<file path="src/rtl/sif_pkg.sv">
package sif_pkg;
   // clock and debounce timing
   localparam int unsigned CLK_HZ          = 40000000;
   localparam int unsigned SLOW_DEB_US     = 5000;
   localparam int unsigned FAST_DEB_US     = 500;
   localparam int unsigned SLOW_DEB_CYC    = (CLK_HZ / 1000000) * SLOW_DEB_US;
   localparam int unsigned FAST_DEB_CYC    = (CLK_HZ / 1000000) * FAST_DEB_US;
   localparam int unsigned DEB_W           = 18;
   localparam int unsigned NUM_IN          = 4;

   // input indices
   localparam int unsigned IN_TRIG         = 0;
   localparam int unsigned IN_ENC          = 1;
   localparam int unsigned IN_GEN_A        = 2;
   localparam int unsigned IN_GEN_B        = 3;

   // register byte offsets
   localparam logic [7:0] OFS_PORT_CTRL    = 8'h00;
   localparam logic [7:0] OFS_MD_ADDR      = 8'h04;
   localparam logic [7:0] OFS_IN_CTRL      = 8'h08;
   localparam logic [7:0] OFS_STATUS       = 8'h0C;
   localparam logic [7:0] OFS_ENC_COUNT    = 8'h10;

   // port control field positions
   localparam int unsigned PC_MODE_LSB     = 0;
   localparam int unsigned PC_HS_EN        = 2;
   localparam int unsigned PC_POLLED       = 3;
   localparam int unsigned PC_AUX_EN       = 4;
   localparam int unsigned PC_AUX_ECHO     = 5;
   localparam int unsigned PC_AUX_PASS     = 6;
   localparam int unsigned PC_ONLINE       = 7;

   // input control field positions
   localparam int unsigned IC_POL_LSB      = 0;
   localparam int unsigned IC_SHARED_FAST  = 4;
   localparam int unsigned IC_ENC_SLOW     = 5;
   localparam int unsigned IC_STOP_EN      = 6;

   // reset values
   localparam logic [7:0] PORT_CTRL_RST    = 8'h00;
   localparam logic [7:0] MD_ADDR_RST      = 8'h00;
   localparam logic [6:0] IN_CTRL_RST      = 7'h40;

   typedef enum logic [1:0] {
      SIF_MODE_RS232  = 2'b00,
      SIF_MODE_485_FD = 2'b01,
      SIF_MODE_485_HD = 2'b10
   } sif_mode_t;

   typedef enum logic [1:0] {
      SIF_TX_IDLE = 2'b00,
      SIF_TX_REQ  = 2'b01,
      SIF_TX_SEND = 2'b10
   } sif_tx_state_t;

   // main-port transmit pins grouped
   typedef struct packed {
      logic txd;
      logic rts;
      logic drv_en;
   } sif_main_tx_t;
endpackage : sif_pkg

</file>
<file path="src/rtl/sif_debounce.sv">
`timescale 1ns/10ps
module sif_debounce
(
   // clock and reset
   input  wire logic                     mclk,
   input  wire logic                     resetn,
   // raw level and chosen delay
   input  wire logic                     raw,
   input  wire logic [sif_pkg::DEB_W-1:0] delay_cyc,
   // filtered level
   output logic                          level
);
   logic [sif_pkg::DEB_W-1:0] cnt;

   // new level taken only once stable for the whole delay
   always_ff @(posedge mclk or negedge resetn)
   begin
      if (!resetn)
      begin
         cnt   <= '0;
         level <= 1'b0;
      end
      else if (raw == level)
      begin
         cnt <= '0;
      end
      else if (cnt >= delay_cyc - 1'b1)
      begin
         cnt   <= '0;
         level <= raw;
      end
      else
      begin
         cnt <= cnt + 1'b1;
      end
   end
endmodule : sif_debounce

</file>
<file path="src/rtl/sif_frontend.sv">
`timescale 1ns/10ps
// Summary of operation
// - rts raised while message pending, handshake on
// - with RS232 handshake on, data sent only while cts asserted
// - reset selects RS232 main port mode
// - RS232 carries code data and commands
// - full duplex transmits without poll
// - polled protocol forces half duplex
// - slave answers only polls addressed to it
// - multidrop address held, written by software
// - aux port RS232 only, active when enabled
// - aux port config, echo or pass-through
// - four inputs, per-input active level
// - debounce delay 5 ms or 500 us
// - trigger and generics share one setting
// - encoder follows up to 1 kHz
// - online trigger starts scanning
// - phase lamp follows current, not active level
// - generic input ends reading phase
module sif_frontend
(
   // clock and reset
   input  wire logic        mclk,
   input  wire logic        resetn,
   // apb slave
   input  wire logic        psel,
   input  wire logic        penable,
   input  wire logic        pwrite,
   input  wire logic [7:0]  paddr,
   input  wire logic [31:0] pwdata,
   output logic [31:0]      prdata,
   output logic             pready,
   output logic             pslverr,
   // message source, serial data from the core uart
   input  wire logic        msg_pending,
   input  wire logic        msg_txd,
   input  wire logic        poll_seen,
   input  wire logic [7:0]  poll_addr,
   output logic             msg_grant,
   // main port pins
   input  wire logic        main_rxd,
   input  wire logic        main_cts,
   output logic             main_txd,
   output logic             main_rts,
   output logic             halfduplex_drv_en,
   output logic             main_rx_to_core,
   // aux port pins
   input  wire logic        aux_rxd,
   input  wire logic        aux_core_txd,
   output logic             aux_txd,
   output logic             aux_rx_to_core,
   // optocoupled inputs, high means current flows
   input  wire logic        scan_trigger_input,
   input  wire logic        conveyor_encoder_input,
   input  wire logic        generic_input_a,
   input  wire logic        generic_input_b,
   // control outputs
   output logic             scan_start,
   output logic             phase_end,
   output logic             phase_led
);
   ////////////////////////////////////////////////////////////////////////////
   logic [7:0]              port_ctrl;
   logic [7:0]              md_addr;
   logic [6:0]              in_ctrl;
   logic [31:0]             enc_count;
   logic [3:0]              deb_lvl;
   logic [3:0]              act;
   logic [3:0]              act_d;
   logic [3:0]              raw_in;
   sif_pkg::sif_mode_t      eff_mode;
   sif_pkg::sif_tx_state_t  tx_state;
   sif_pkg::sif_main_tx_t   next_main;
   logic                    poll_ok;
   logic                    may_send;
   logic                    wr_en;

   // writes land at the access edge only, never in setup
   assign wr_en = psel & penable & pwrite;

   // mode 2'b10 alone is not decoded; half duplex comes with polling
   // polled protocol overrides the mode field
   always_comb
   begin
      if (port_ctrl[sif_pkg::PC_POLLED])
         eff_mode = sif_pkg::SIF_MODE_485_HD;
      else if (port_ctrl[sif_pkg::PC_MODE_LSB +: 2] == 2'b01)
         eff_mode = sif_pkg::SIF_MODE_485_FD;
      else
         eff_mode = sif_pkg::SIF_MODE_RS232;
   end

   ////////////////////////////////////////////////////////////////////////////
   // port control; reset gives RS232, no handshake
   always_ff @(posedge mclk or negedge resetn)
   begin
      if (!resetn)
         port_ctrl <= sif_pkg::PORT_CTRL_RST;
      else if (wr_en && paddr == sif_pkg::OFS_PORT_CTRL)
         port_ctrl <= pwdata[7:0];
   end

   // multidrop address, set by software through an apb write
   always_ff @(posedge mclk or negedge resetn)
   begin
      if (!resetn)
         md_addr <= sif_pkg::MD_ADDR_RST;
      else if (wr_en && paddr == sif_pkg::OFS_MD_ADDR)
         md_addr <= pwdata[7:0];
   end

   // input control; stop function enabled out of reset
   always_ff @(posedge mclk or negedge resetn)
   begin
      if (!resetn)
         in_ctrl <= sif_pkg::IN_CTRL_RST;
      else if (wr_en && paddr == sif_pkg::OFS_IN_CTRL)
         in_ctrl <= pwdata[6:0];
   end

   // zero-wait apb answer; unmapped reads zero with error
   always_ff @(posedge mclk or negedge resetn)
   begin
      if (!resetn)
      begin
         prdata  <= 32'h0000_0000;
         pready  <= 1'b0;
         pslverr <= 1'b0;
      end
      else
      begin
         // read data latched in setup, so it stands in the access cycle
         pready  <= psel & ~penable;
         pslverr <= 1'b0;
         prdata  <= 32'h0000_0000;
         if (psel & ~penable)
         begin
            case (paddr)
               sif_pkg::OFS_PORT_CTRL: prdata <= {24'h000000, port_ctrl};
               sif_pkg::OFS_MD_ADDR:   prdata <= {24'h000000, md_addr};
               sif_pkg::OFS_IN_CTRL:   prdata <= {25'h0000000, in_ctrl};
               sif_pkg::OFS_STATUS:    prdata <= {24'h000000, 2'b00, tx_state,
                                                  deb_lvl};
               sif_pkg::OFS_ENC_COUNT: prdata <= enc_count;
               default:                pslverr <= 1'b1;
            endcase
         end
      end
   end

   ////////////////////////////////////////////////////////////////////////////
   // transmit permission per main-port mode
   assign poll_ok = poll_seen & (poll_addr == md_addr);

   always_ff @(posedge mclk or negedge resetn)
   begin
      if (!resetn)
         tx_state <= sif_pkg::SIF_TX_IDLE;
      else
      begin
         case (tx_state)
            // half duplex waits for a poll carrying our address
            sif_pkg::SIF_TX_IDLE:
               if (msg_pending)
               begin
                  if (eff_mode == sif_pkg::SIF_MODE_485_HD)
                  begin
                     if (poll_ok)
                        tx_state <= sif_pkg::SIF_TX_SEND;
                  end
                  else if (eff_mode == sif_pkg::SIF_MODE_485_FD)
                     tx_state <= sif_pkg::SIF_TX_SEND;
                  else if (port_ctrl[sif_pkg::PC_HS_EN])
                     tx_state <= sif_pkg::SIF_TX_REQ;
                  else
                     tx_state <= sif_pkg::SIF_TX_SEND;
               end
            // rts is up; hold until the host clears us
            sif_pkg::SIF_TX_REQ:
               if (!msg_pending)
                  tx_state <= sif_pkg::SIF_TX_IDLE;
               else if (main_cts)
                  tx_state <= sif_pkg::SIF_TX_SEND;
            // cts lost mid-message falls back to request
            sif_pkg::SIF_TX_SEND:
               if (!msg_pending)
                  tx_state <= sif_pkg::SIF_TX_IDLE;
               else if (eff_mode == sif_pkg::SIF_MODE_RS232 &&
                        port_ctrl[sif_pkg::PC_HS_EN] && !main_cts)
                  tx_state <= sif_pkg::SIF_TX_REQ;
            default:
               tx_state <= sif_pkg::SIF_TX_IDLE;
         endcase
      end
   end

   // sending allowed in send state, cts rechecked every cycle
   assign may_send = (tx_state == sif_pkg::SIF_TX_SEND) &&
                     !(eff_mode == sif_pkg::SIF_MODE_RS232 &&
                       port_ctrl[sif_pkg::PC_HS_EN] && !main_cts);

   // main-port pin values; line idles at mark
   always_comb
   begin
      next_main.txd    = may_send ? msg_txd : 1'b1;
      next_main.rts    = 1'b0;
      next_main.drv_en = 1'b0;
      if (eff_mode == sif_pkg::SIF_MODE_RS232 && port_ctrl[sif_pkg::PC_HS_EN])
         next_main.rts = msg_pending;
      if (eff_mode == sif_pkg::SIF_MODE_485_HD)
         next_main.drv_en = may_send;
      else
         next_main.drv_en = 1'b1;
   end

   // registered pins cost a cycle of latency, harmless at uart rates
   always_ff @(posedge mclk or negedge resetn)
   begin
      if (!resetn)
      begin
         main_txd          <= 1'b1;
         main_rts          <= 1'b0;
         halfduplex_drv_en <= 1'b0;
         main_rx_to_core   <= 1'b1;
         msg_grant         <= 1'b0;
      end
      else
      begin
         main_txd          <= next_main.txd;
         main_rts          <= next_main.rts;
         halfduplex_drv_en <= next_main.drv_en;
         // host line reaches the core uart one flop late
         main_rx_to_core   <= main_rxd;
         msg_grant         <= may_send;
      end
   end

   ////////////////////////////////////////////////////////////////////////////
   // aux port: silent when disabled, else echo, pass or own data
   always_ff @(posedge mclk or negedge resetn)
   begin
      if (!resetn)
      begin
         aux_txd        <= 1'b1;
         aux_rx_to_core <= 1'b1;
      end
      else if (!port_ctrl[sif_pkg::PC_AUX_EN])
      begin
         aux_txd        <= 1'b1;
         aux_rx_to_core <= 1'b1;
      end
      else
      begin
         aux_rx_to_core <= aux_rxd;
         // echo takes the unregistered main bit so both pins move together
         if (port_ctrl[sif_pkg::PC_AUX_ECHO])
            aux_txd <= next_main.txd;
         else if (port_ctrl[sif_pkg::PC_AUX_PASS])
            aux_txd <= main_rxd;
         else
            aux_txd <= aux_core_txd;
      end
   end

   ////////////////////////////////////////////////////////////////////////////
   // four input channels, shared setting except encoder
   // bit order follows the input index constants
   assign raw_in = {generic_input_b, generic_input_a,
                    conveyor_encoder_input, scan_trigger_input};

   genvar gi;
   generate
      for (gi = 0; gi < sif_pkg::NUM_IN; gi++)
      begin : g_in
         logic [sif_pkg::DEB_W-1:0] dly;
         logic                      fast;
         // encoder defaults to 500 us so 1 kHz pulses survive
         assign fast = (gi == sif_pkg::IN_ENC) ? !in_ctrl[sif_pkg::IC_ENC_SLOW]
                       : in_ctrl[sif_pkg::IC_SHARED_FAST];
         assign dly  = fast ? sif_pkg::DEB_W'(sif_pkg::FAST_DEB_CYC)
                       : sif_pkg::DEB_W'(sif_pkg::SLOW_DEB_CYC);
         sif_debounce u_deb
         (
            .mclk      (mclk),
            .resetn    (resetn),
            .raw       (raw_in[gi]),
            .delay_cyc (dly),
            .level     (deb_lvl[gi])
         );
         // polarity bit set means active open
         assign act[gi] = deb_lvl[gi] ^ in_ctrl[sif_pkg::IC_POL_LSB + gi];
      end
   endgenerate

   // edge memory and encoder pulse counter
   always_ff @(posedge mclk or negedge resetn)
   begin
      if (!resetn)
      begin
         act_d     <= 4'h0;
         enc_count <= 32'h0000_0000;
      end
      else
      begin
         act_d <= act;
         // free-running; speed logic reads differences per window
         if (act[sif_pkg::IN_ENC] && !act_d[sif_pkg::IN_ENC])
            enc_count <= enc_count + 32'h0000_0001;
      end
   end

   // trigger starts a scan only in on-line mode
   always_ff @(posedge mclk or negedge resetn)
   begin
      if (!resetn)
         scan_start <= 1'b0;
      else
         scan_start <= port_ctrl[sif_pkg::PC_ONLINE] &&
                       act[sif_pkg::IN_TRIG] && !act_d[sif_pkg::IN_TRIG];
   end

   // either generic input ends the phase when the one shared stop enable bit is set
   always_ff @(posedge mclk or negedge resetn)
   begin
      if (!resetn)
         phase_end <= 1'b0;
      else
         phase_end <= in_ctrl[sif_pkg::IC_STOP_EN] &&
                      ((act[sif_pkg::IN_GEN_A] && !act_d[sif_pkg::IN_GEN_A]) ||
                       (act[sif_pkg::IN_GEN_B] && !act_d[sif_pkg::IN_GEN_B]));
   end

   // lamp shows trigger loop current, so an active-open trigger lights it when idle
   always_ff @(posedge mclk or negedge resetn)
   begin
      if (!resetn)
         phase_led <= 1'b0;
      else
         phase_led <= deb_lvl[sif_pkg::IN_TRIG];
   end
endmodule : sif_frontend

</file>
<file path="config.mk">
export PLATFORM = sky130hd
export DESIGN_NAME = sif_frontend
export DESIGN_NICKNAME = d
export VERILOG_FILES = /design/src/rtl/sif_pkg.sv /design/src/rtl/sif_debounce.sv /design/src/rtl/sif_frontend.sv
export SDC_FILE = /design/constraint.sdc
export NUM_CORES = 1
export LEC_CHECK = 0
export BUFFER_PORTS_ARGS = -buffer_cell sky130_fd_sc_hd__clkbuf_2
export CAP_MARGIN = 10
export CORE_AREA = 2 2 137 239
export CTS_CLUSTER_SIZE = 10
export DETAILED_ROUTE_END_ITERATION = 7
export DIE_AREA = 0 0 139 241
export PLACE_DENSITY_LB_ADDON = 0.2
export SYNTH_ARGS = -nofsm -noshare
export SYNTH_HDL_FRONTEND = slang
export SYNTH_HIERARCHICAL = 1
export SYNTH_SLANG_ARGS = --single-unit
</file>
<file path="constraint.sdc">
create_clock -name mclk -period 8.05 [get_ports mclk]
set_input_delay 0.4025 -clock mclk [delete_from_list [all_inputs] [get_ports mclk]]
set_output_delay 0.4025 -clock mclk [all_outputs]
set_load 0.005 [all_outputs]
</file>
; ---- Word-level counts from Yosys, hierarchy flattened
; Cells that the tools add are included.
[word_totals]
output_inout_bits = 44
in_bits = 64
regBits = 181
wordCells = 130
[op_classes]
n_reduce_logical = 28
add_sub_neg = 7
order_cmp = 4
eq_ne = 18
bitwise = 13
mux = 33
[ops]
columns = op, n
row1 = $mux 18, 10
row2 = $pmux 32 s5, 1
row3 = $add 18x1->18 const B, 4
row4 = $ge 18x18->1, 4
row5 = $sub 18x1->18 const B, 2
row6 = $add 32x1->32 const B, 1
row7 = $mux 32, 1
row8 = $mux 2, 10
row9 = $eq 8x4->1 const B, 2
row10 = $logic_and 1x1->1, 12
row11 = $mux 1, 10
row12 = $ne 3x3->1 const B, 3
row13 = $eq 8x3->1 const B, 1
row14 = $eq 8x5->1 const B, 1
row15 = $eq 8x8->1, 1
row16 = $logic_not 8->1, 1
row17 = $reduce_and 2->1, 4
row18 = $eq 2x1->1 const B, 3
row19 = $logic_not 1->1, 6
row20 = $pmux 2 s3, 1
row21 = $not 1->1, 5
row22 = $reduce_or 5->1, 1
row23 = $and 1x1->1, 4
row24 = $eq 1x1->1, 4
row25 = 6 further kinds, 11

; ---- Depth between registers and ports, before layout
; Gate-level depths: netlist of run 1.
[logic_depth]
word_depth = 11
mapped_depth = 14
mapped_depth_nobuf = 13

; ---- Cells and area by module
; Netlist of run 1, hierarchy kept.
[by_module_without_submodules]
columns = module, seq_area_each_um2, area_per_inst_um2, n_inst, cells_per_inst
row1 = sif_debounce, 475.5, 1590.3, 4, 176
row2 = sif_frontend, 2633.8, 4560.6, 1, 374

; ---- Worst setup path before layout of run 1
; OpenSTA, ideal clock, no wires.
[synth_path]
path_kind = flip-flop to flip-flop
start = reg in_ctrl[4]
end = reg g_in[0].u_deb/cnt[10] (netlist bit)
arrival_ns = 4.322
path_stages_with_launch = 11
t_required_ns = 7.914
period_less_slack_ns = 4.458
path_slack_ns = 3.592
path_buffers = 1
cell_sequence = dfrtp_1 -> inv_1 -> or4_1 -> nor3_1 -> xnor2_1 -> ha_1 -> nand4_1 -> or3_1 -> a21oi_1 -> clkbuf_1 -> nor3_1
[synth_between]
elab_chain_cells = 5
[synth_lines]
columns = element, line
row1 = start: declaration, sif_frontend.sv:65  ; logic [6:0] in_ctrl;
row2 = start signal: assignment, sif_frontend.sv:116  ; in_ctrl <= sif_pkg::IN_CTRL_RST;
row3 = start signal: assignment, sif_frontend.sv:118  ; in_ctrl <= pwdata[6:0];
row4 = $mux 18, sif_frontend.sv:280  ; assign dly = fast ? sif_pkg::DEB_W'(sif_pkg::FAST_DEB_CYC)
row5 = "named net g_in[0].dly, one bit", sif_frontend.sv:275  ; logic [sif_pkg::DEB_W-1:0] dly;
row6 = $sub 18x1->18, sif_debounce.sv:27  ; else if (cnt >= delay_cyc - 1'b1)
row7 = $ge 18x18->1, sif_debounce.sv:27
row8 = $mux 18, sif_debounce.sv:27
row9 = $mux 18, sif_debounce.sv:23  ; else if (raw == level)
row10 = end signal: assignment, sif_debounce.sv:34  ; cnt <= cnt + 1'b1;
row11 = end: declaration, sif_debounce.sv:13  ; logic [sif_pkg::DEB_W-1:0] cnt;
; The timed path passes the listed nets, and every way through them passes these cells.
; A chain may end at the register's enable or synchronous reset.

; ---- Worst setup path in the final report of run 1
[layout_path]
start = reg in_ctrl[5]
end = reg g_in[1].u_deb/cnt[7] (netlist bit)
[layout_between]
elab_chain_cells = 5
[layout_lines]
columns = element, line
row1 = $mux 18, sif_frontend.sv:280
row2 = "named net g_in[1].dly, one bit", sif_frontend.sv:275
row3 = $sub 18x1->18, sif_debounce.sv:27
row4 = $ge 18x18->1, sif_debounce.sv:27
row5 = $mux 18, sif_debounce.sv:27
row6 = $mux 18, sif_debounce.sv:23
row7 = end signal: assignment, sif_debounce.sv:34
row8 = end: declaration, sif_debounce.sv:13
; The timed path passes the listed nets, and every way through them passes these cells.

==> flow_summary.yaml, run 1 <==
finish:
  nNetsFinal: 1475
  diodes: 0
  final_cell_mix: "dfrtp_1 (176), conb_1 (164), nor3_1 (97)"
  multi_input_area_sq_um: 6830
  final_common_cell: "dfrtp_1"
  syn2layout_area_growth_pct: 18.9
  nFillCells: 3144
  instances_no_fill: 1739
  seqCellArea_sq_um: 4540
  drive_above_1_share: 0.142
clock_tree:
  htreeDepth: 4
  cts_resized: 0
  cts_buffers: 17
  cts_tree: "built"
  cts_root_buf: "clkbuf_16"
  clock_latency_ns: 0.45
  clockBufferDepth: 2
  path_clk_slew_ns: 0.07
  clock-sinks: 181
  post_cts_buffers: 0
  cts_hold_buf: 0
synthesis:
  ys_ff_latch: 181
  postSynthCellCount: 1078
  ys.flop_type: "dfrtp_1"
  synth_enable_flop_cells: 0
  synth_top_family_by_area: "simple AND/OR/NAND/NOR gates"
  synth-compound-area-share: 0.0548
  yosysUniqueCellTypes: 59
  synthMuxAreaShare: 0.0392
  yosysSeqAreaShare: 0.415
  yosys.area_share.simple: 0.245
  async_flop_share: 1.00
  synthAdderAreaFrac: 0.0928
  syn_area_per_cell_sq_um: 10.1
  synth.cell_area_sq_um: 10900
  yosysWarningCount: 6
  synth_xor_area_frac: 0.137
grt:
  antenna_found_initial: 3
  grt_pass1_wl_microns: 41500
  gr-usage-all-layers: 0.156
  grt.overflow.total: 0
  grt_max_degree: 113
  grt_pass1_vias: 8311
setup_path:
  cp.depth: 11
  r2r_start: "in_ctrl[5]"
  r2r_cells: 11
  critical_path_arrival_ns: 4.03
  critical_path_class: "reg2reg"
  critPathTopFamily: "simple AND/OR/NAND/NOR gates"
  cpMostUsedCell: "nor3_1"
  critPathLaunchType: "register"
  crit_slowest_cell: "or4_1"
  setup.reg_to_reg.worst_slack_ns: 4.38
  slowest_delay_ns: 0.68
  path_buf_inv: 2
  critPathCaptureType: "register"
  cp_max_fo: 19
  path_cells: "inv_1 > or4_1 > nor3_1 > xnor2_1 > ha_1 > nand2_1 > nor2_1 > a2111oi_0 > a21oi_1 > buf_4 > nor3_1"
  critPathRequiredTime_ns: 8.41
  r2r_end: "g_in[1].u_deb/cnt[7]"
min_path:
  min_path_cells: 1
  holdCritPathClass: "in2reg"
  hold_end: "main_rx_to_core"
  hp-start: "main_rxd"
pwr:
  p_clk_frac: 0.406
  p_switching_mw: 0.544
  powerDensity_nw_per_um2: 155
  pwr-share-seq: 0.491
  comb_power_share: 0.102
  swShare: 0.271
  cellLeakagePower_nw: 6.02
  ir_drop_uv: 136
  power_mw: 2.01
  power.internal_mw: 1.46
place:
  portBuffers: 83
  gp_congestion: 0.780
  hpwl_microns: 19100
  placedCellCount: 1707
timing:
  period_share: 0.456
  slew-limit-headroom: 0.387
  fin_skew_ns: 0.00858
  tightest_slew_ns: 0.919
  finalHoldViolCount: 0
  setup_viol: 0
  rsz0062_at_grt: "false"
  holdWs_ns: 0.0419
  period_minus_slack_ns: 3.67
  slew_violations: 0
  fin_setup_tns_ns: 0
  max_freq_mhz: 272
floorplan:
  die_w_microns: 139
  floorplan.initialDensity: 0.348
  core_sq_um: 31400
  dieArea_sq_um: 33500
  dieHeight_microns: 241
  boundaryPins: 108
  rows: 86
detailed_routing:
  antenna_left: 0
  wirelength_microns: 25100
  first_iter_violations: 306
  vias_per_cell: 4.76
  avgRoutedWirePerCell_microns: 14.4
  dr.pass1.iters: 4
  num_vias: 8286
  drc: 0
flow_run:
  maxCapViolations: 0
run_status:
  status: "complete, no violations"
[cell usage after synthesis (9+ instances only)]
library cell,number,area [sq um]
nor4_1,16,100
dfrtp_1,176,4400
o21ai_0,19,95.1
or4_1,11,82.6
and2_1,30,188
a211oi_1,16,120
nand2b_1,12,75.1
clkbuf_1,10,37.5
nand3_1,49,245
ha_1,81,1010
nand2_1,79,297
and3_1,15,93.8
nand4_1,21,131
inv_1,26,97.6
nor3_1,97,485
xnor2_1,90,788
mux2_2,30,338
mux2i_1,9,90.1
nor2b_1,9,56.3
nor2_1,69,259
a21oi_1,22,110
xor2_1,81,709
[state kept, by name (all words and copies together), names as in the netlist, 2 cells and up]
signal	count
enc_count	32
g_in.u_deb/cnt	72
tx_state	2
act_d	4
port_ctrl	8
in_ctrl	7
md_addr	8
prdata	32
g_in.u_deb/level	4
[power by group through the flow]
| stage | logic, mW | registers (mW) | clock network, mW |
|---|---|---|---|
| floorplan | 0.142 | 0.991 | 0 |
| global placement | 0.202 | 1.01 | 0 |
| detailed placement | 0.206 | 1.01 | 0 |
| CTS | 0.207 | 0.988 | 0.841 |
| global route | 0.242 | 0.993 | 0.872 |
| finish | 0.206 | 0.987 | 0.816 |
[cell type report]
| class | count | area share |
|---|---|---|
| clock buffer | 19 | 0.0341 |
| timing repair buffer | 88 | 0.0356 |
| multi-input combinational | 1016 | 0.526 |
| sequential | 181 | 0.349 |
| tap | 396 | 0.0382 |
| inverter | 26 | 0.00752 |
| clock inverter | 13 | 0.00935 |
[worst max-delay path by stage]
stage / startpoint / endpoint / slack [ns]
after floorplan: in_ctrl[4] / g_in[0].u_deb/cnt[10] / 3.59
after global placement: in_ctrl[5] / g_in[1].u_deb/cnt[1] / 4.40
after detailed placement: in_ctrl[5] / g_in[1].u_deb/cnt[16] / 4.33
after CTS: in_ctrl[5] / g_in[1].u_deb/cnt[7] / 4.30
after global routing: in_ctrl[5] / g_in[1].u_deb/cnt[11] / 4.05
final: in_ctrl[5] / g_in[1].u_deb/cnt[7] / 4.38
[kinds of logic after synthesis]
logic type,Yosys count
and+or+nand+nor,470
AOI/OAI and AO/OA,91
other,2
DFF,181
buffers and inverters,43
xor gates and xnor gates,171
adders and majority gates,81
muxes,39
[metal layers]
metal / vias to the layer above / part of all wire / GRT usage / wire length, microns
li1: 4199 / - / - / -
met1: 3941 / 0.39 / 0.163 / 9680
met2: 104 / 0.56 / 0.305 / 14100
met3: 36 / 0.029 / 0.0304 / 719
met4: 6 / 0.022 / 0.0575 / 551
met5: - / 0.0020 / 0 / 49
[per-stage QoR]
step / util / cell area (sq um) / worst slack [ns]
2_1_floorplan: - / 11500 / 3.59
3_3_place_gp: 0.395 / 12400 / 4.40
3_5_place_dp: 0.395 / 12400 / 4.33
4_1_cts: 0.413 / 13000 / 4.30
5_1_grt: 0.413 / 13000 / 4.05
6_report: 0.413 / 13000 / 4.38
Note: power is estimated with default switching activity, not from simulation.
==> run 2, diff against run 1 <==
==> constraint.sdc (replaced) <==
create_clock -name mclk -period 3.7 [get_ports mclk]
set_input_delay 0.185 -clock mclk [delete_from_list [all_inputs] [get_ports mclk]]
set_output_delay 0.185 -clock mclk [all_outputs]
set_load 0.005 [all_outputs]
==> run 2 against run 1 <==
  * Sequential share of layout area decreased by 0.58 points
  * Non-clock buffer count is 14 higher
  * Clock power up 130%
  * Clock-buffer cell count shrank 1
  * Critical path depth fell by 1
  * Register-to-register slack got worse by 4.2 ns
  * Total power grew 120%
  * Largest power group unchanged
==> flow_summary.yaml, run 2 (synthesis results as in run 1) <==
run_status:
  status: "complete, no violations"
detailed_routing:
  avgRoutedWirePerCell_microns: 14.5
  vias_per_cell: 4.78
  wirelength_microns: 25500
  num_vias: 8391
  first_iter_violations: 383
  antenna_left: 0
  drc: 0
  dr.pass1.iters: 4
timing:
  slew-limit-headroom: 0.386
  setup_viol: 0
  slew_violations: 0
  finalHoldViolCount: 0
  tightest_slew_ns: 0.920
  fin_skew_ns: 0.0106
  period_share: 0.957
  fin_setup_tns_ns: 0
  max_freq_mhz: 282
  period_minus_slack_ns: 3.54
setup_path:
  setup.reg_to_reg.worst_slack_ns: 0.16
  r2r_start: "in_ctrl[4]"
  critical_path_arrival_ns: 3.89
  r2r_end: "g_in[0].u_deb/cnt[1]"
  critPathTopFamily: "compound AO/OA/AOI/OAI gates"
  cp-endpoint: "g_in[0].u_deb/cnt[1]"
  critPathRequiredTime_ns: 4.05
  slowest_delay_ns: 0.80
  cp.depth: 10
  path_buf_inv: 2
  critPathCaptureType: "register"
  path_cells: "clkinvlp_4 > or4_1 > buf_4 > xor2_1 > ha_1 > a21oi_1 > nor2_1 > a2111oi_1 > a21oi_4 > nor3b_1"
  critical_path_class: "reg2reg"
  crit_slowest_cell: "a2111oi_1"
  cp_max_fo: 19
  r2r_cells: 10
  startpoint: "in_ctrl[4]"
  critPathLaunchType: "register"
min_path:
  holdCritPathClass: "in2reg"
  min_path_cells: 2
floorplan:
  core_sq_um: 31400
  die_w_microns: 139
  dieHeight_microns: 241
  rows: 86
  floorplan.initialDensity: 0.348
  boundaryPins: 108
  dieArea_sq_um: 33500
place:
  placedCellCount: 1713
  portBuffers: 83
  dpl_cell_area_sq_um: 12500
  gp_congestion: 0.786
  hpwl_microns: 19600
finish:
  nNetsFinal: 1489
  syn2layout_area_growth_pct: 21.0
  final_common_cell: "dfrtp_1"
  drive_above_1_share: 0.150
  largest-register: "g_in.u_deb/cnt"
  largest_reg_flops: 72
  design_area_sq_um: 13200
  final_cell_mix: "dfrtp_1 (175), conb_1 (164), nor3_1 (97)"
  instances_no_fill: 1755
  reg_top3: "g_in.u_deb/cnt (72), enc_count (32), prdata (32)"
flow_run:
  maxCapViolations: 0
clock_tree:
  cts_buffers: 17
  clockBufferDepth: 2
  clock-sinks: 181
  cts_tree: "built"
  htreeDepth: 4
  clock_latency_ns: 0.45
  cts_root_buf: "clkbuf_16"
  path_clk_slew_ns: 0.08
grt:
  grt_pass1_vias: 8296
  gr-usage-all-layers: 0.159
  antenna_found_initial: 3
  grt_max_degree: 106
  grt_pass1_wl_microns: 42600
  grt.overflow.total: 0
pwr:
  power_mw: 4.47
  cellLeakagePower_nw: 6.11
  powerDensity_nw_per_um2: 338
  ir_drop_uv: 329
-- run 2: cell count changes in the layout (fill, tap and decap cells not counted), sizes merged --
cell	delta
dlygate4sd3	+8
clkinvlp	-1
clkbuf	-1
diode	+2
clkinv	+2
buf	+6
-- run 2: worst min-delay path by stage --
stage | startpoint | end | slack (ns)
after floorplan | resetn | act_d[0] | -0.11
after global placement | main_rxd | main_rx_to_core | 0.29
after detailed placement | main_rxd | main_rx_to_core | 0.29
after CTS | pwdata[7] | md_addr[7] | 0.008
after global routing | pwdata[7] | port_ctrl[7] | 0.01
final | pwdata[7] | md_addr[7] | 0.008
-- run 2: timing repair --
item                       CTS  global route
gates resized for setup      0             5
hold buffers                 8             0
setup endpoints to repair    0            56
hold endpoints to repair   110             0
buffers inserted             0             0
-- run 2: final cells by class --
| class | instances | area, sq um |
|---|---|---|
| Timing Repair Buffer | 102 | 599 |
| Tap cell | 396 | 495 |
| Fill cell | 3105 | 18200 |
| Sequential cell | 181 | 4540 |
| Inverter | 26 | 101 |
| Antenna cell | 2 | 5.00 |
| Clock buffer | 18 | 439 |
| Multi-Input combinational cell | 1016 | 6870 |
| Clock inverter | 14 | 165 |
-- run 2: worst reg2reg max path, cell delays in order (launching register included) --
cell and delay (ns):
dfrtp_4 0.48, clkinvlp_4 0.22, or4_1 0.58, buf_4 0.17, xor2_1 0.14, ha_1 0.29, a21oi_1 0.13, nor2_1 0.06
a2111oi_1 0.80, a21oi_4 0.32, nor3b_1 0.27
-- run 2: per-layer routing --
metal | GRT usage | wire, microns | vias to the layer above
met4 | 0.0560 | 564 | 2
met5 | 0 | 9 | -
met3 | 0.0310 | 763 | 34
li1 | - | - | 4235
met2 | 0.304 | 14100 | 100
met1 | 0.176 | 10000 | 4020
-- run 2: power by group --
part / internal, mW / switching (mW) / leakage, nW
registers: 2.05 / 0.0950 / 2.47
clock network: 0.980 / 0.881 / 0.298
logic: 0.193 / 0.273 / 3.34
-- run 2: per-stage QoR --
stage	util	setup slack, ns	hold WS, ns
finish	0.421	0.159	0.00844
global route	0.421	-0.00159	0.0122
global placement	0.398	0.111	0.288
CTS	0.419	0.0579	0.00789
floorplan	-	0.0430	-0.111
detailed placement	0.398	0.0613	0.291
==> run 3, diff against run 2 <==
--- a/config.mk
+++ b/config.mk
@@ -5,14 +5,15 @@
 export SDC_FILE = /design/constraint.sdc
 export NUM_CORES = 1
 export LEC_CHECK = 0
+export ABC_CLOCK_PERIOD_IN_PS = 3700
 export BUFFER_PORTS_ARGS = -buffer_cell sky130_fd_sc_hd__clkbuf_2
 export CAP_MARGIN = 10
-export CORE_AREA = 2 2 137 239
+export CORE_AREA = 2 2 124 217
+export CTS_BUF_LIST = sky130_fd_sc_hd__clkbuf_8
 export CTS_CLUSTER_SIZE = 10
 export DETAILED_ROUTE_END_ITERATION = 7
-export DIE_AREA = 0 0 139 241
+export DIE_AREA = 0 0 126 219
 export PLACE_DENSITY_LB_ADDON = 0.2
 export SYNTH_ARGS = -nofsm -noshare
 export SYNTH_HDL_FRONTEND = slang
-export SYNTH_HIERARCHICAL = 1
 export SYNTH_SLANG_ARGS = --single-unit
==> run 3 against run 2 <==
  * Non-clock buffer count up 8
  * Sequential power down 5%
  * Clock skew up 0.0035 ns
  * Critical path type unchanged
==> flow_summary.yaml, run 3 <==
run_status:
  status: "complete, no violations"
timing:
  period_minus_slack_ns: 2.56
  fin_setup_tns_ns: 0
  slew_violations: 0
  finalHoldViolCount: 0
  period_share: 0.693
  fin_skew_ns: 0.0141
  rsz0062_at_grt: "false"
  max_freq_mhz: 390
  slew-limit-headroom: 0.455
  setup_viol: 0
  setup_slack_ns: 1.14
  tightest_slew_ns: 0.817
finish:
  final_cell_mix: "dfrtp_1 (176), clkbuf_2 (82), nor3_1 (72)"
  syn2layout_area_growth_pct: 15.0
  design_area_sq_um: 10300
  largest_reg_flops: 72
  nNetsFinal: 1005
  instances_no_fill: 1246
  nFillCells: 2578
  final_common_cell: "dfrtp_1"
  reg_top3: "g_in.u_deb.cnt (72), enc_count (32), prdata (32)"
  drive_above_1_share: 0.183
  largest-register: "g_in.u_deb.cnt"
place:
  portBuffers: 83
  dpl_cell_area_sq_um: 9720
  hpwl_microns: 14800
  placedCellCount: 1197
  place_ws_ns: 1.13
  gp_congestion: 0.807
synthesis:
  synth_area_leaders: "dfrtp_1 (49%), xor2_1 (6.4%), ha_1 (4.1%)"
  postSynthCellCount: 816
  yosys.area.top_type: "dfrtp_1"
  synth.cell_area_sq_um: 8930
  synth_enable_flop_cells: 0
  ys_ff_latch: 181
  netlist.area_leader.share: 0.493
  ys_top_cells_by_count: "dfrtp_1 (176), nor3_1 (72), xor2_1 (65)"
  yosysUniqueCellTypes: 59
  async_flop_share: 1.00
  yosysSeqAreaShare: 0.508
  ys.flop_type: "dfrtp_1"
  syn_area_per_cell_sq_um: 10.9
  yosysMostFrequentCell: "dfrtp_1"
  synth_fp_nets: 909
  yosysWarningCount: 0
detailed_routing:
  avgRoutedWirePerCell_microns: 16.6
  dr.pass1.iters: 4
  met3_length_microns: 607
  num_vias: 6432
  highest_layer: "met4"
  antenna_left: 0
  first_iter_violations: 256
  wirelength_microns: 20700
  vias_per_cell: 5.16
  drc: 0
  wl_met1_microns: 8610
  wl_met2_microns: 11000
floorplan:
  dieArea_sq_um: 27600
  core_sq_um: 25800
  floorplan.initialDensity: 0.346
  rows: 78
  boundaryPins: 108
  dieHeight_microns: 219
  die_w_microns: 126
grt:
  antenna_found_initial: 0
  grt_pass1_vias: 6682
  grt_pass1_wl_microns: 34800
  gr-usage-all-layers: 0.158
  grt.overflow.total: 0
  grt_max_degree: 116
clock_tree:
  post_cts_buffers: 0
  clock-sinks: 181
  clockBufferDepth: 2
  clock_latency_ns: 0.49
  htreeDepth: 4
  path_clk_slew_ns: 0.10
  cts_buffers: 17
  cts_root_buf: "clkbuf_8"
  cts_tree: "built"
setup_path:
  critPathLaunchType: "register"
  critPathCaptureType: "register"
  path_cells: "inv_1 > ha_1 > o21a_1 > o21ai_0 > nand3_1 > a211oi_1"
  cp_max_fo: 18
  critPathRequiredTime_ns: 4.08
  critical_path_arrival_ns: 2.94
  critical_path_class: "reg2reg"
  slowest_delay_ns: 0.64
  crit_slowest_cell: "nand3_1"
min_path:
  holdCritPathClass: "in2reg"
pwr:
  power_mw: 3.58
  cellLeakagePower_nw: 4.61
  ir_drop_uv: 239
  powerDensity_nw_per_um2: 349
flow_run:
  maxCapViolations: 0
## run 3: final timing paths
kind                                         start               endpoint  slack (ns)  depth (start not counted)
worst max-delay path                    in_ctrl[5]  g_in[1].u_deb.cnt[15]        1.14                          6
worst min-delay path            scan_trigger_input    g_in[0].u_deb.level        0.06                          4
worst max register to register          in_ctrl[5]  g_in[1].u_deb.cnt[15]        1.14                          6
worst min register to register       enc_count[31]          enc_count[31]        0.46                          1
max in group asynchronous                   resetn   g_in[3].u_deb.cnt[0]        2.42                          3
min in group asynchronous                   resetn  g_in[1].u_deb.cnt[16]        0.25                          2
## run 3: logic make-up (layout without fill, tap and decap cells)
family	Yosys count	count (layout)	synth area share
AO/OA/AOI/OAI	95	95	0.0758
XOR/XNOR	96	96	0.0942
adder cells (fa/ha/maj)	29	29	0.0407
buffers and inverters	53	162	0.0230
flip-flops	181	181	0.508
multiplexers	38	38	0.0460
other	0	1	0
AND/OR/NAND/NOR	324	324	0.212
## run 3: final cells by class
cell class / instances / area (sq um) / area share
clock inverters: 13 / 123 / 0.0119
inverters: 20 / 75.1 / 0.00732
multi-input cells: 582 / 4190 / 0.408
diodes: 1 / 2.50 / 0.000244
repair buffers: 110 / 679 / 0.0662
clock buffers: 19 / 262 / 0.0255
flip-flops and latches: 181 / 4540 / 0.442
well taps: 320 / 400 / 0.0390
## run 3: repair_timing
action | CTS | global route
gates resized for setup | 0 | 0
hold buffers | 16 | 0
endpoints found under the hold margin | 96 | 0
## run 3: worst max-delay path: cells and delay by family, from the launching register on
kind,cells,cell delay [ns]
flip-flops,1,0.49
adder cells (fa/ha/maj),1,0.34
AND/OR/NAND/NOR,1,0.64
buffers and inverters,1,0.16
AO/OA/AOI/OAI,3,0.82
## run 3: routing by layer
| metal | up-vias | track usage |
|---|---|---|
| li1 | 3154 | - |
| met5 | - | 0 |
| met4 | 0 | 0.0623 |
| met2 | 86 | 0.282 |
| met1 | 3166 | 0.183 |
| met3 | 26 | 0.0375 |
## run 3: where the power goes
group | switching, mW | internal (mW) | total, mW
Clock | 0.728 | 0.623 | 1.35
Sequential | 0.0247 | 2.00 | 2.03
Combinational | 0.118 | 0.0815 | 0.199
## run 3: through the flow
| stage | hold slack, ns | util |
|---|---|---|
| 2_1_floorplan | -0.111 | - |
| 3_3_place_gp | 0.232 | 0.377 |
| 3_5_place_dp | 0.233 | 0.377 |
| 4_1_cts | 0.0111 | 0.398 |
| 5_1_grt | 0.0335 | 0.398 |
| 6_report | 0.0588 | 0.398 |
